## src/verilog/cpwm_pkg.sv

```systemverilog
// Behaviour
// channels three and four form three pairs
// mode drives all six pins, counters up/down
// each phase has a gapped complement output
// lead counter preloaded with margin, lag zero
// period register is upper limit minus one
// each transition register sets its pair edge
// lead match turns down, lag underflow up
// compare order lead, lag, lag, lead
// transition above period gives 0% or 100%
// one count overshoot and undershoot at turns
// compare flag up only, overflow on underflow
// buffers load at both direction turns
// software avoids transitions below preload initially
// software changes transitions through buffers only
// up-to-down transfer keeps top range side
// down-to-up transfer keeps bottom range side
// out-of-range restore uses same direction
// software writes buffers after turn events
// quadrature phase relation steers quad counter
// quad pins clock counter, clock selects ignored
// quad clear, compare, capture, flags keep working
// quadrature counting only on channel two
// count every edge, A leading counts up
// level select bits invert pair outputs
// counter offset forms the dead time
`default_nettype none
package cpwm_pkg;
  // ==========================================================
  // register bus geometry and byte offsets
  localparam int ADDR_W = 8;
  localparam int DATA_W = 16;
  localparam int NPAIR = 3;
  localparam logic [ADDR_W-1:0] ADDR_CTRL = 8'h00;
  localparam logic [ADDR_W-1:0] ADDR_LEAD = 8'h04;
  localparam logic [ADDR_W-1:0] ADDR_LAG = 8'h08;
  localparam logic [ADDR_W-1:0] ADDR_PERIOD = 8'h0c;
  localparam logic [ADDR_W-1:0] ADDR_TRANS0 = 8'h10;
  localparam logic [ADDR_W-1:0] ADDR_BUF0 = 8'h1c;
  localparam logic [ADDR_W-1:0] ADDR_STEP = 8'h04;
  localparam logic [ADDR_W-1:0] ADDR_STATUS = 8'h28;
  localparam logic [ADDR_W-1:0] ADDR_QCTRL = 8'h2c;
  localparam logic [ADDR_W-1:0] ADDR_QCNT = 8'h30;
  localparam logic [ADDR_W-1:0] ADDR_QGA = 8'h34;
  localparam logic [ADDR_W-1:0] ADDR_QGB = 8'h38;
  localparam logic [ADDR_W-1:0] ADDR_QIO = 8'h3c;
  localparam logic [ADDR_W-1:0] ADDR_QIE = 8'h40;
  // ==========================================================
  // fields
  localparam int ST_W = 5;
  localparam int ST_CMPA3 = 0;
  localparam int ST_OVF4 = 1;
  localparam int ST_QA = 2;
  localparam int ST_QB = 3;
  localparam int ST_QOVF = 4;
  localparam int QCTRL_W = 7;
  localparam int QCTRL_CLR_LSB = 5;
  localparam logic [1:0] CLR_MATCH_A = 2'h1;
  localparam logic [1:0] CLR_MATCH_B = 2'h2;
  localparam int QIO_CAP_A = 0;
  localparam logic [DATA_W-1:0] CNT_RST = 16'h0000;
  localparam logic [DATA_W-1:0] GR_RST = 16'hffff;
  localparam logic [DATA_W-1:0] CNT_ONE = 16'h0001;
  localparam logic [DATA_W-1:0] CNT_MAX = 16'hffff;
  typedef struct packed {
    logic ols23;
    logic ols1;
    logic quad_en;
    logic buf_en;
    logic run;
  } mode_ctrl_t;
  localparam int CTRL_W = 5;
  localparam mode_ctrl_t CTRL_RST = '{ols23: 1'b1, ols1: 1'b1, quad_en: 1'b0, buf_en: 1'b0, run: 1'b0};
  typedef struct packed {
    logic cap;
    logic b;
    logic a;
  } quad_pins_t;
  typedef struct packed {
    logic phase3_out_n;
    logic phase3_out;
    logic phase2_out_n;
    logic phase2_out;
    logic phase1_out_n;
    logic phase1_out;
  } pwm_pins_t;
endpackage
`default_nettype wire

```

## src/verilog/sync2.sv

```systemverilog
`default_nettype none
// ==========================================================
// two-flop synchroniser; only the second stage is visible
module sync2 #(
  parameter int WIDTH = 1
) (
  // clock and reset
  input wire logic core_clk,
  input wire logic rst_b,
  // data
  input wire logic [WIDTH-1:0] din,
  output logic [WIDTH-1:0] dout
);
  logic [WIDTH-1:0] meta_r;
  if (WIDTH < 1) begin : g_chk
    $error("sync2 width must be at least one");
  end
  // meta stage feeds nothing but the output stage
  always_ff @(posedge core_clk or negedge rst_b) begin
    if (!rst_b) begin
      meta_r <= '0;
      dout <= '0;
    end else begin
      meta_r <= din;
      dout <= meta_r;
    end
  end
endmodule
`default_nettype wire

```

## src/verilog/phase_pair.sv

```systemverilog
`default_nettype none
// ==========================================================
// one complementary output pair from the two counters
module phase_pair #(
  parameter int W = 16
) (
  // clock and reset
  input wire logic core_clk,
  input wire logic rst_b,
  // control
  input wire logic en,
  input wire logic act_high,
  // counters and compare point
  input wire logic [W-1:0] lead,
  input wire logic [W-1:0] lag,
  input wire logic lag_neg,
  input wire logic [W-1:0] trans,
  // pins
  output logic out_p,
  output logic out_n
);
  logic act_p;
  logic act_n;
  if (W < 2) begin : g_chk
    $error("phase_pair width too small");
  end
  // phase on once the lower counter passed the point, complement on while the upper one is at or below it;
  // since lead stays above lag both can never be active together
  always_comb begin
    act_p = en && !lag_neg && (lag > trans);
    act_n = en && (lead <= trans);
  end
  // level select flips the active level at once
  always_ff @(posedge core_clk or negedge rst_b) begin
    if (!rst_b) begin
      out_p <= 1'b0;
      out_n <= 1'b0;
    end else begin
      out_p <= act_high ? act_p : !act_p;
      out_n <= act_high ? act_n : !act_n;
    end
  end
  a_pair_no_overlap: assert property (@(posedge core_clk) disable iff (!rst_b)
    !((out_p == $past(act_high)) && (out_n == $past(act_high)) && $past(en)))
    else $error("pair outputs both active");
endmodule
`default_nettype wire

```

## src/verilog/cpwm_quad_timer.sv

```systemverilog
// The register offsets and the address-and-strobe port were decided locally.
`default_nettype none
// ==========================================================
// complementary pwm pair timer plus quadrature channel
module cpwm_quad_timer (
  // clock and reset
  input wire logic core_clk,
  input wire logic rst_b,
  // register port
  input wire logic [cpwm_pkg::ADDR_W-1:0] reg_addr,
  input wire logic [cpwm_pkg::DATA_W-1:0] reg_wdata,
  input wire logic reg_wr,
  input wire logic reg_rd,
  output logic [cpwm_pkg::DATA_W-1:0] reg_rdata,
  // quadrature encoder pins
  input wire cpwm_pkg::quad_pins_t quad_pins,
  // pwm pins and quad interrupt
  output cpwm_pkg::pwm_pins_t pwm_pins,
  output logic quad_irq
);
  import cpwm_pkg::*;
  // ==========================================================
  // state
  mode_ctrl_t ctrl_r;
  logic [DATA_W-1:0] lead_r;
  logic [DATA_W-1:0] lag_r;
  logic [DATA_W-1:0] period_r;
  logic [DATA_W-1:0] gr_r [NPAIR];
  logic [DATA_W-1:0] buf_r [NPAIR];
  logic [ST_W-1:0] status_r;
  logic [QCTRL_W-1:0] qctrl_r;
  logic [DATA_W-1:0] qcnt_r;
  logic [DATA_W-1:0] qga_r;
  logic [DATA_W-1:0] qgb_r;
  logic [QIO_CAP_A:0] qio_r;
  logic [ST_W-1:0] qie_r;
  logic dir_down_r;
  logic lag_neg_r;
  quad_pins_t qprev_r;
  quad_pins_t qs;
  logic [DATA_W-1:0] rdata_r;
  logic irq_r;
  logic [NPAIR-1:0] ph_p;
  logic [NPAIR-1:0] ph_n;
  logic cmp_a3;
  logic under4;
  logic turn;
  logic cnt_ev;
  logic q_up;
  logic qa_ev;
  logic qb_ev;
  logic qovf_ev;
  logic cap_ev;
  logic [ST_W-1:0] st_set;
  logic [ST_W-1:0] st_clr;
  logic [1:0] clr_sel;
  logic [DATA_W-1:0] rd_mux;

  function automatic logic hit(input logic [ADDR_W-1:0] a, input logic [ADDR_W-1:0] want);
    return a == want;
  endfunction

  // encoder pins come from outside: two flops before any use
  sync2 #(.WIDTH($bits(quad_pins_t))) u_qsync (
    .core_clk(core_clk),
    .rst_b(rst_b),
    .din(quad_pins),
    .dout(qs)
  );

  // ==========================================================
  // turn events of the counter pair
  always_comb begin
    cmp_a3 = ctrl_r.run && !dir_down_r && (lead_r == period_r);
    under4 = ctrl_r.run && dir_down_r && (lag_r == CNT_RST);
    turn = ctrl_r.run && ctrl_r.buf_en && (cmp_a3 || under4);
  end

  // mode and level select register
  always_ff @(posedge core_clk or negedge rst_b) begin
    if (!rst_b) begin
      ctrl_r <= CTRL_RST;
    end else if (reg_wr && hit(reg_addr, ADDR_CTRL)) begin
      ctrl_r <= mode_ctrl_t'(reg_wdata[CTRL_W-1:0]);
    end
  end

  // both counters step each clock while running; a write always wins.
  // the increment at the lead match and the decrement at the lag underflow are the one-count over/undershoot
  always_ff @(posedge core_clk or negedge rst_b) begin
    if (!rst_b) begin
      lead_r <= CNT_RST;
      lag_r <= CNT_RST;
    end else begin
      if (reg_wr && hit(reg_addr, ADDR_LEAD)) begin
        lead_r <= reg_wdata;
      end else if (ctrl_r.run) begin
        lead_r <= dir_down_r ? lead_r - CNT_ONE : lead_r + CNT_ONE;
      end
      if (reg_wr && hit(reg_addr, ADDR_LAG)) begin
        lag_r <= reg_wdata;
      end else if (ctrl_r.run) begin
        lag_r <= dir_down_r ? lag_r - CNT_ONE : lag_r + CNT_ONE;
      end
    end
  end

  // shared direction; stopping the pair restarts it counting up
  always_ff @(posedge core_clk or negedge rst_b) begin
    if (!rst_b) begin
      dir_down_r <= 1'b0;
    end else if (!ctrl_r.run) begin
      dir_down_r <= 1'b0;
    end else if (cmp_a3) begin
      dir_down_r <= 1'b1;
    end else if (under4) begin
      dir_down_r <= 1'b0;
    end
  end

  // marks the cycle the lag counter sits at all ones after underflow, so it reads as minus one
  always_ff @(posedge core_clk or negedge rst_b) begin
    if (!rst_b) begin
      lag_neg_r <= 1'b0;
    end else begin
      lag_neg_r <= under4;
    end
  end

  // period, transition and buffer registers
  always_ff @(posedge core_clk or negedge rst_b) begin
    if (!rst_b) begin
      period_r <= GR_RST;
    end else if (reg_wr && hit(reg_addr, ADDR_PERIOD)) begin
      period_r <= reg_wdata;
    end
  end

  for (genvar i = 0; i < NPAIR; i++) begin : g_gr
    localparam logic [ADDR_W-1:0] A_TR = ADDR_TRANS0 + ADDR_W'(i) * ADDR_STEP;
    localparam logic [ADDR_W-1:0] A_BF = ADDR_BUF0 + ADDR_W'(i) * ADDR_STEP;
    // direct writes are honoured, though buffered updates are the safe path
    always_ff @(posedge core_clk or negedge rst_b) begin
      if (!rst_b) begin
        gr_r[i] <= GR_RST;
      end else if (reg_wr && hit(reg_addr, A_TR)) begin
        gr_r[i] <= reg_wdata;
      end else if (turn) begin
        gr_r[i] <= buf_r[i];
      end
    end
    always_ff @(posedge core_clk or negedge rst_b) begin
      if (!rst_b) begin
        buf_r[i] <= GR_RST;
      end else if (reg_wr && hit(reg_addr, A_BF)) begin
        buf_r[i] <= reg_wdata;
      end
    end
  end

  // ==========================================================
  // output pairs: pair one on its own level bit, two and three share one
  for (genvar i = 0; i < NPAIR; i++) begin : g_pair
    phase_pair #(.W(DATA_W)) u_pair (
      .core_clk(core_clk),
      .rst_b(rst_b),
      .en(ctrl_r.run),
      .act_high(i == 0 ? ctrl_r.ols1 : ctrl_r.ols23),
      .lead(lead_r),
      .lag(lag_r),
      .lag_neg(lag_neg_r),
      .trans(gr_r[i]),
      .out_p(ph_p[i]),
      .out_n(ph_n[i])
    );
  end
  always_comb begin
    pwm_pins = '{phase3_out_n: ph_n[2], phase3_out: ph_p[2], phase2_out_n: ph_n[1],
                 phase2_out: ph_p[1], phase1_out_n: ph_n[0], phase1_out: ph_p[0]};
  end

  // ==========================================================
  // quadrature decode; simultaneous edges on both inputs are dropped
  always_comb begin
    cnt_ev = ctrl_r.quad_en && ((qs.a ^ qprev_r.a) ^ (qs.b ^ qprev_r.b));
    q_up = !(qprev_r.a ^ qs.b);
    clr_sel = qctrl_r[QCTRL_CLR_LSB +: 2];
    cap_ev = qio_r[QIO_CAP_A] && qs.cap && !qprev_r.cap;
    qa_ev = (cnt_ev && !qio_r[QIO_CAP_A] && (qcnt_r == qga_r)) || cap_ev;
    qb_ev = cnt_ev && (qcnt_r == qgb_r);
    qovf_ev = cnt_ev && (q_up ? (qcnt_r == CNT_MAX) : (qcnt_r == CNT_RST));
  end

  always_ff @(posedge core_clk or negedge rst_b) begin
    if (!rst_b) begin
      qprev_r <= '0;
    end else begin
      qprev_r <= qs;
    end
  end

  // quad counter: clear source applies on the compare it names
  always_ff @(posedge core_clk or negedge rst_b) begin
    if (!rst_b) begin
      qcnt_r <= CNT_RST;
    end else if (reg_wr && hit(reg_addr, ADDR_QCNT)) begin
      qcnt_r <= reg_wdata;
    end else if (cnt_ev) begin
      if ((qa_ev && clr_sel == CLR_MATCH_A) || (qb_ev && clr_sel == CLR_MATCH_B)) begin
        qcnt_r <= CNT_RST;
      end else begin
        qcnt_r <= q_up ? qcnt_r + CNT_ONE : qcnt_r - CNT_ONE;
      end
    end
  end

  // quad config; clock source and edge fields are stored but have no effect
  always_ff @(posedge core_clk or negedge rst_b) begin
    if (!rst_b) begin
      qctrl_r <= '0;
      qio_r <= '0;
      qie_r <= '0;
      qgb_r <= GR_RST;
    end else begin
      if (reg_wr && hit(reg_addr, ADDR_QCTRL)) qctrl_r <= reg_wdata[QCTRL_W-1:0];
      if (reg_wr && hit(reg_addr, ADDR_QIO)) qio_r <= reg_wdata[QIO_CAP_A:0];
      if (reg_wr && hit(reg_addr, ADDR_QIE)) qie_r <= reg_wdata[ST_W-1:0];
      if (reg_wr && hit(reg_addr, ADDR_QGB)) qgb_r <= reg_wdata;
    end
  end

  // general a doubles as capture register; capture wins over a write
  always_ff @(posedge core_clk or negedge rst_b) begin
    if (!rst_b) begin
      qga_r <= GR_RST;
    end else if (cap_ev) begin
      qga_r <= qcnt_r;
    end else if (reg_wr && hit(reg_addr, ADDR_QGA)) begin
      qga_r <= reg_wdata;
    end
  end

  // ==========================================================
  // sticky flags: writing 0 clears, a same-cycle set wins
  always_comb begin
    st_set = '0;
    st_set[ST_CMPA3] = cmp_a3;
    st_set[ST_OVF4] = under4;
    st_set[ST_QA] = qa_ev;
    st_set[ST_QB] = qb_ev;
    st_set[ST_QOVF] = qovf_ev;
    st_clr = (reg_wr && hit(reg_addr, ADDR_STATUS)) ? ~reg_wdata[ST_W-1:0] : '0;
  end
  always_ff @(posedge core_clk or negedge rst_b) begin
    if (!rst_b) begin
      status_r <= '0;
    end else begin
      status_r <= (status_r & ~st_clr) | st_set;
    end
  end

  // enabled flags raise the quad interrupt level
  always_ff @(posedge core_clk or negedge rst_b) begin
    if (!rst_b) begin
      irq_r <= 1'b0;
    end else begin
      irq_r <= |(status_r & qie_r);
    end
  end
  assign quad_irq = irq_r;

  // ==========================================================
  // read port: data one cycle after the strobe, zero otherwise
  always_comb begin
    rd_mux = '0;
    case (reg_addr)
      ADDR_CTRL: rd_mux = DATA_W'(ctrl_r);
      ADDR_LEAD: rd_mux = lead_r;
      ADDR_LAG: rd_mux = lag_r;
      ADDR_PERIOD: rd_mux = period_r;
      ADDR_TRANS0: rd_mux = gr_r[0];
      ADDR_TRANS0 + ADDR_STEP: rd_mux = gr_r[1];
      ADDR_BUF0 - ADDR_STEP: rd_mux = gr_r[2];
      ADDR_BUF0: rd_mux = buf_r[0];
      ADDR_BUF0 + ADDR_STEP: rd_mux = buf_r[1];
      ADDR_STATUS - ADDR_STEP: rd_mux = buf_r[2];
      ADDR_STATUS: rd_mux = DATA_W'(status_r);
      ADDR_QCTRL: rd_mux = DATA_W'(qctrl_r);
      ADDR_QCNT: rd_mux = qcnt_r;
      ADDR_QGA: rd_mux = qga_r;
      ADDR_QGB: rd_mux = qgb_r;
      ADDR_QIO: rd_mux = DATA_W'(qio_r);
      ADDR_QIE: rd_mux = DATA_W'(qie_r);
      default: rd_mux = '0;
    endcase
  end
  always_ff @(posedge core_clk or negedge rst_b) begin
    if (!rst_b) begin
      rdata_r <= '0;
    end else begin
      rdata_r <= reg_rd ? rd_mux : '0;
    end
  end
  assign reg_rdata = rdata_r;

  // ==========================================================
  // checks
  a_turn_down: assert property (@(posedge core_clk) disable iff (!rst_b)
    cmp_a3 && !reg_wr |=> dir_down_r ##1 (lead_r == $past(period_r))) else $error("no turn at period match");
  a_over_shoot: assert property (@(posedge core_clk) disable iff (!rst_b)
    cmp_a3 && !reg_wr |=> lead_r == $past(period_r) + CNT_ONE) else $error("lead overshoot wrong");
  a_under_shoot: assert property (@(posedge core_clk) disable iff (!rst_b)
    under4 && !reg_wr |=> (lag_r == CNT_MAX) && !dir_down_r && lag_neg_r) else $error("lag undershoot wrong");
  a_cmpa_up_only: assert property (@(posedge core_clk) disable iff (!rst_b)
    $rose(status_r[ST_CMPA3]) |-> $past(ctrl_r.run && !dir_down_r)) else $error("compare flag outside up count");
  a_ovf_underflow: assert property (@(posedge core_clk) disable iff (!rst_b)
    $rose(status_r[ST_OVF4]) |-> $past(dir_down_r && lag_r == CNT_RST)) else $error("overflow flag without underflow");
  a_buf_load: assert property (@(posedge core_clk) disable iff (!rst_b)
    turn && !reg_wr |=> (gr_r[0] == $past(buf_r[0])) && (gr_r[2] == $past(buf_r[2]))) else $error("buffer not loaded");
  a_offset_hold: assert property (@(posedge core_clk) disable iff (!rst_b)
    ctrl_r.run && !reg_wr ##1 ctrl_r.run |-> lead_r - lag_r == $past(lead_r - lag_r)) else $error("counter margin drifted");
  a_quad_up: assert property (@(posedge core_clk) disable iff (!rst_b)
    cnt_ev && q_up && !qa_ev && !qb_ev && !reg_wr |=> qcnt_r == $past(qcnt_r) + CNT_ONE) else $error("quad up count");
  a_quad_down: assert property (@(posedge core_clk) disable iff (!rst_b)
    cnt_ev && !q_up && !qa_ev && !qb_ev && !reg_wr |=> qcnt_r == $past(qcnt_r) - CNT_ONE) else $error("quad down count");
endmodule
`default_nettype wire

```

## config.mk

```make
export PLATFORM = sky130hd
export DESIGN_NAME = cpwm_quad_timer
export DESIGN_NICKNAME = d
export VERILOG_FILES = /design/src/verilog/cpwm_pkg.sv /design/src/verilog/sync2.sv /design/src/verilog/phase_pair.sv /design/src/verilog/cpwm_quad_timer.sv
export SDC_FILE = /design/constraint.sdc
export NUM_CORES = 1
export LEC_CHECK = 0
export ABC_AREA = 0
export BUFFER_PORTS_ARGS = -buffer_cell sky130_fd_sc_hd__buf_2
export CORE_MARGIN = 10
export CORE_UTILIZATION = 30
export CTS_BUF_LIST = sky130_fd_sc_hd__clkbuf_8 sky130_fd_sc_hd__clkbuf_16
export DETAILED_ROUTE_END_ITERATION = 10
export PLACE_DENSITY = 0.46
export SYNTH_ARGS = -nofsm -noshare
export SYNTH_HDL_FRONTEND = slang
export SYNTH_SLANG_ARGS = --single-unit
```

## constraint.sdc

```tcl
create_clock -name core_clk -period 3.44 [get_ports core_clk]
set_input_delay 0.86 -clock core_clk [delete_from_list [all_inputs] [get_ports core_clk]]
set_output_delay 0.86 -clock core_clk [all_outputs]
set_load 0.02 [all_outputs]
```

==> out/results.txt, run 1 <==
status: complete, no violations
share of the synthesized area in the top cell type: 20.92%
first-pass GRT wire length: 114500 um
final-stage net count: 2179
MaxCap Viol Count: 0
Max Root-Sink Buffers: 3
drt first pass iters: 5
peak supply drop: 0.3346 mV
die span in x: 267.2 um
Seq/Total Area, Yosys: 34.97%
clk slew on worst S/H paths: 0.06 ns
depth of the CTS H-tree: 2
Yosys top cell by area: dfstp_2
DRT iter0 DRCs: 1465
vias: 16290
Syn Std Cell Area: 18340 um2
std cell rows: 90
total grt overflow: 0
min Tclk post-route: 3.049 ns
drt wl/cell: 27.93 um
Worst EP required: 3.85 ns
CP max FO: 18
cts hold-fix bufs: 0
most common cell in the netlist: nor2_1
CTS tree: built
die extent in y: 267.2 um
Fin Clk Skew: 0.02833 ns
syn_nets: 2151
Clk pwr share: 29.5%
final total power: 11.98 mW
core area: 60470 um2
DP HPWL: 56400 um
Async SR Flop Fraction: 100.0%
max-slew violation count: 0
Switch Pwr: 4.760 mW
crit path launch type: flop
main combinational cell family by area after synthesis: compound AO/OA/AOI/OAI gates
pwr dens: 579.2 nW/um2
die area: 71420 um2
Initial Util: 30.33%
CTS buffer count: 35
DRC viols: 0
top cells by count, synth: nor2_1, a21oi_1, dfstp_2, ha_1, mux2_2
adder-cell area share of the yosys netlist: 9.947%
synth unique cells: 76
design area: 20680 um2
Comb power frac: 34.6%
dpl ws: 0.3717 ns
I/O Buffers: 53
f_max: 328.0 MHz
area delta synth->final: 12.79%
Switching Share: 39.73%
# Post-CTS Setup Buffers: 0
yosys warns: 0
Setup Crit Path Kind: reg -> reg
Yosys reg bits: 249
RSZ-0062 raised after global routing: false
RePlAce Congestion: 0.9605
io pins: 54
Placed Area: 19580 um2
Setup violations, final: 0
largest cells by area after synthesis: dfstp_2, dfrtp_1, ha_1
layout cells sized above 1: 25.67%
Lkg Pwr: 8.548 nW
Seq pwr share: 35.9%
post-synthesis mux area share: 10.47%
Synth Instances: 1976
post_cts resized: 0
Synth Flop Type: dfstp_2
Worst-Skew Late Latency: 0.56 ns
EDFF count, synth: 0
largest net degree at the start of global routing: 67
ANT nets after route: 0
vias in the first global route: 16110
initial antenna violation count: 1
Synth Area in Compound Gates: 20.77%
worst hold path type: in -> async
Pint: 7.221 mW
Rel. slew slack: 45.46%
Final Cycle Share: 88.63%
clock sink total: 249
Post-Synth Simple-Gate Area: 14.15%
CP endpoint kind: flop
Fin Setup TNS: 0 ns
PnR worst setup slack: 0.3912 ns
gr usage total: 21.70%
pin slew with the least headroom to its limit: 0.8181 ns
Data arrival, critical path: 3.46 ns
hold slack final: 0.2343 ns
Fin. Hold Viols: 0
Synth Area in XOR/XNOR: 4.585%
Root Driver: clkbuf_16
Avg Inst Size Synth: 9.281 um2
Detailed Route WL: 78560 um
vias per cell: 5.790
==> layout by cell type (no fill, tap or decap), types with 10 or more instances in the layout <==
master     Yosys  final
a211oi_1      54     54
a211oi_2      48     48
a21o_1        50     50
a21oi_1      160    160
a221oi_1      10     10
a22oi_1       32     32
a31oi_1       23     22
and3_1        23     23
buf_2         35     52
buf_4         12     77
clkbuf_16      0     36
dfrtp_1      103    102
dfstp_2      146    146
ha_1         141    141
inv_1         63     76
mux2_2       110    110
mux2i_1       50     50
nand2_1       99     99
nand3_1       29     29
nand4_1       29     29
nor2_1       219    219
nor3_1        74     74
nor4_1        16     16
o21a_1        12     12
o21ai_0       97     97
o22ai_1       20     20
or3_1         14     14
xnor2_1       47     47
xor2_1        49     49
==> critical path, stage by stage (launching register included) <==
cell	delay [ns]
dfrtp_1	0.38
xnor2_1	0.14
inv_1	0.47
ha_1	0.38
a21o_1	0.20
a221oi_2	0.47
o21ai_0	0.25
a21o_1	0.22
a21oi_1	0.17
xor2_1	0.15
o21ai_0	0.08
==> cell families (layout without fill, tap and decap cells) <==
kind of cell,count (synthesis),count (layout)
flip-flops,249,249
multiplexers,168,168
buffers and inverters,208,262
AO/OA/AOI/OAI,559,559
AND/OR/NAND/NOR,552,552
other,0,1
adder cells (fa/ha/maj),144,144
XOR/XNOR,96,96
==> power groups by stage <==
stage / registers (mW) / logic, mW / clock network [mW]
after floorplan: 3.74 / 2.98 / 0
after global placement: 4.33 / 3.99 / 0
after detailed placement: 4.33 / 4.08 / 0
after CTS: 4.29 / 4.12 / 3.60
after global routing: 4.32 / 4.61 / 3.71
final: 4.30 / 4.15 / 3.53
==> cell type report <==
class / count / area (um2)
fill: 6132 / 39790
multi-input combinational: 1519 / 10990
sequential: 249 / 6417
tap: 782 / 978.4
clock buffer: 40 / 955.9
timing repair buffer: 135 / 953.4
inverter: 64 / 240.2
clock inverter: 23 / 141.4
antenna: 1 / 2.502
==> layer usage <==
| metal | vias to the layer above | routed length, um | part of all wire, % | GRT usage [%] |
|---|---|---|---|---|
| met5 | - | 0 | 0 | 0 |
| met4 | 0 | 3101 | 3.9 | 8.260 |
| met3 | 152 | 5224 | 6.6 | 4.127 |
| met2 | 636 | 35210 | 45 | 33.98 |
| met1 | 8190 | 35020 | 45 | 29.11 |
| li1 | 7309 | - | - | - |
==> sequential cells by signal (all words and copies together), names as in the netlist <==
| name | cells |
|---|---|
| u_qsync.dout | 3 |
| lag_r | 16 |
| quad_irq | 1 |
| qie_r | 5 |
| lead_r | 16 |
| g_pair.u_pair.out_n | 3 |
| ctrl_r | 5 |
| g_pair.u_pair.out_p | 3 |
| gr_r | 48 |
| reg_rdata | 16 |
| qga_r | 16 |
| buf_r | 48 |
| qcnt_r | 16 |
| period_r | 16 |
| qgb_r | 16 |
| u_qsync.meta_r | 3 |
| qctrl_r | 7 |
| qprev_r | 3 |
| qio_r | 1 |
| status_r | 5 |
| lag_neg_r | 1 |
| dir_down_r | 1 |
==> path summary, 6_finish.rpt <==
path	from	end	slack (ns)	depth (start not counted)
max in group asynchronous	rst_b	qga_r[0]	2.41	2
setup / recovery	u_qsync.dout[1]	qcnt_r[9]	0.39	10
hold / removal	rst_b	g_pair[2].u_pair.out_p	0.23	1
min in group core_clk	u_qsync.meta_r[2]	u_qsync.dout[2]	0.35	0
setup reg to reg	u_qsync.dout[1]	qcnt_r[9]	0.39	10
hold reg to reg	u_qsync.meta_r[2]	u_qsync.dout[2]	0.35	0
==> stage by stage <==
stage	cells	util [%]
after floorplan	1976	-
after global placement	2749	32.39
final	2813	34.20
after global routing	2812	34.20
after detailed placement	2749	32.39
after CTS	2812	34.20
No activity file was read; power rests on OpenSTA's default activity.
==> inputs of run 2 (changes only) <==
--- a/config.mk
+++ b/config.mk
@@ -8,10 +8,12 @@
 export ABC_AREA = 0
 export BUFFER_PORTS_ARGS = -buffer_cell sky130_fd_sc_hd__buf_2
 export CORE_MARGIN = 10
-export CORE_UTILIZATION = 30
+export CORE_UTILIZATION = 59
 export CTS_BUF_LIST = sky130_fd_sc_hd__clkbuf_8 sky130_fd_sc_hd__clkbuf_16
 export DETAILED_ROUTE_END_ITERATION = 10
-export PLACE_DENSITY = 0.46
+export GPL_TIMING_DRIVEN = 0
+export PLACE_DENSITY = 0.78
+export REMOVE_ABC_BUFFERS = 1
 export SYNTH_ARGS = -nofsm -noshare
 export SYNTH_HDL_FRONTEND = slang
 export SYNTH_SLANG_ARGS = --single-unit
==> run 2 against run 1 <==
Compared with the run above:
- the run now ends with setup timing left
- sequential cell count unchanged
- sequential share of layout area increased by 1.5 points
- global-route usage rose by 9.6 points
- register-to-register slack got worse by 0.18 ns
- count of clock-buffer cells in the layout fell by 5
- critical path depth is 5 lower
- combinational power fell by 11%
- hold slack worse by 0.051 ns
- design area shrank 4.6%
- worst setup slack worse by 0.40 ns
- clock power fell by 5.9%
- largest cell class unchanged
- wire length decreased by 21%
==> out/results.txt, run 2 (same netlist as run 1, synthesis figures left out) <==
status: finished, violations left
failing checks: setup timing
Worst-Skew Late Latency: 0.58 ns (+0.02 ns)
drt wl/cell: 26.43 um (-5.4%)
Initial Util: 59.80% (+29 points)
Setup Crit Path Kind: in -> reg
Lkg Pwr: 8.170 nW (-4.4%)
min Tclk post-route: 3.446 ns (+0.3971 ns)
core area: 30670 um2 (-49%)
Final Util: 64.35% (+30 points)
Root Driver: clkbuf_16
depth of the CTS H-tree: 1 (-1)
PnR worst setup slack: -0.005950 ns (-0.3971 ns)
vias per cell: 6.957 (+20%)
io pins: 54 (unchanged)
biggest regs: buf_r (48), gr_r (48)
CTS tree: built
RSZ-0062 raised after global routing: false
area delta synth->final: 7.621%
Fin Setup TNS: -0.006126 ns (-0.006126 ns)
DRT iter0 DRCs: 1939 (+32%)
Fin Clk Skew: 0.01762 ns (-0.01071 ns)
largest net degree at the start of global routing: 120 (+79%)
Placed Area: 18630 um2 (-4.9%)
Setup violations, final: 2 (+2)
initial antenna violation count: 0 (-1)
std cell rows: 64 (-29%)
DRC viols: 0 (unchanged)
I/O Buffers: 53 (unchanged)
CTS buffer count: 29 (-17%)
pwr dens: 572.3 nW/um2 (-1.2%)
layout cells sized above 1: 24.10% (-1.6 points)
ANT nets after route: 0 (unchanged)
DP HPWL: 43770 um (-22%)
crit path launch type: input pin
most frequent cells in the layout: nor2_1, a21oi_1, dfstp_2, ha_1, mux2_2
die extent in y: 196.3 um (-27%)
Worst EP required: 3.93 ns (+0.08 ns)
first-pass GRT wire length: 95240 um (-17%)
antenna fix cells: 0 (-1)
final-stage net count: 2106 (-3.4%)
worst hold path type: in -> async
vias in the first global route: 16140 (+0.19%)
most common cell after layout, fill and taps aside: nor2_1
RePlAce Congestion: 0.9748 (+1.5%)
die area: 38540 um2 (-46%)
clock sink total: 249 (unchanged)
gr usage total: 31.29% (+9.6 points)
pin slew with the least headroom to its limit: 1.303 ns (+0.4852 ns)
Fin. Hold Viols: 0 (unchanged)
MaxCap Viol Count: 0 (unchanged)
die span in x: 196.3 um (-27%)
Rel. slew slack: 12.85% (-33 points)
f_max: 290.2 MHz (-12%)
total grt overflow: 0 (unchanged)
Max Root-Sink Buffers: 3 (unchanged)
CP endpoint kind: flop
vias: 16350 (+0.37%)
max-slew violation count: 0 (unchanged)
Data arrival, critical path: 3.94 ns (+0.48 ns)
Final Cycle Share: 100.2% (+12 points)
clk slew on worst S/H paths: 0.06 ns (about the same)
CP max FO: 38 (+20)
design area: 19740 um2 (-4.6%)
peak supply drop: 0.5038 mV (+51%)
Detailed Route WL: 62110 um (-21%)
drt first pass iters: 7 (+2)
-- run 2: critical path, cell delays in order --
cell	delay, ns
buf_2	0.70
and2b_1	0.43
and2_1	0.71
nand3_2	0.70
mux2_2	0.52
-- run 2: final timing paths --
check                                   from                 to  slack, ns  depth (start not counted)
max in group asynchronous              rst_b          ctrl_r[1]       2.29                          2
setup reg to reg                   ctrl_r[0]           gr_r[25]       0.21                          9
setup / recovery                 reg_addr[5]          buf_r[14]     -0.006                          5
min in group core_clk      u_qsync.meta_r[1]    u_qsync.dout[1]       0.35                          0
hold / removal                         rst_b  u_qsync.meta_r[2]       0.18                          1
hold reg to reg            u_qsync.meta_r[1]    u_qsync.dout[1]       0.35                          0
-- run 2: area by class of cell --
class | count | area, um2
tap | 396 | 495.5
timing repair buffer | 68 | 495.5
clock buffer | 35 | 808.3
sequential | 249 | 6420
multi-input combinational | 1519 | 11060
fill | 2511 | 10930
clock inverter | 19 | 219.0
inverter | 64 | 240.2
-- run 2: report_power, final --
| group | switching (mW) | internal [mW] | leakage [nW] |
|---|---|---|---|
| Clock | 1.35 | 1.97 | 0.509 |
| Sequential | 0.931 | 3.34 | 2.77 |
| Combinational | 2.01 | 1.70 | 4.89 |
-- run 2: through the flow --
stage	total power [mW]	hold slack (ns)	std cells	setup WS, ns
3_3_place_gp	7.708	0.3349	2281	-4.700
4_1_cts	11.21	0.1867	2350	0.009350
5_1_grt	11.89	0.1990	2350	0.002285
3_5_place_dp	7.885	0.3397	2293	-1.244
6_report	11.30	0.1837	2350	-0.005950
2_1_floorplan	6.608	0.3312	1832	-1.912
-- run 2: repair_timing --
item / in CTS / in global routing
resized for setup: 13 / 8
pin swaps: 1 / 0
hold buffers: 0 / 0
buffers inserted: 3 / 0
setup endpoints to repair: 128 / 63
-- run 2: metal layers --
| layer | routed length (um) | track usage, % | vias up |
|---|---|---|---|
| met5 | 0 | 0 | - |
| met4 | 3492 | 16.74 | 0 |
| met3 | 6017 | 5.558 | 262 |
| met2 | 28400 | 49.34 | 952 |
| met1 | 24200 | 40.20 | 7982 |
| li1 | - | - | 7152 |
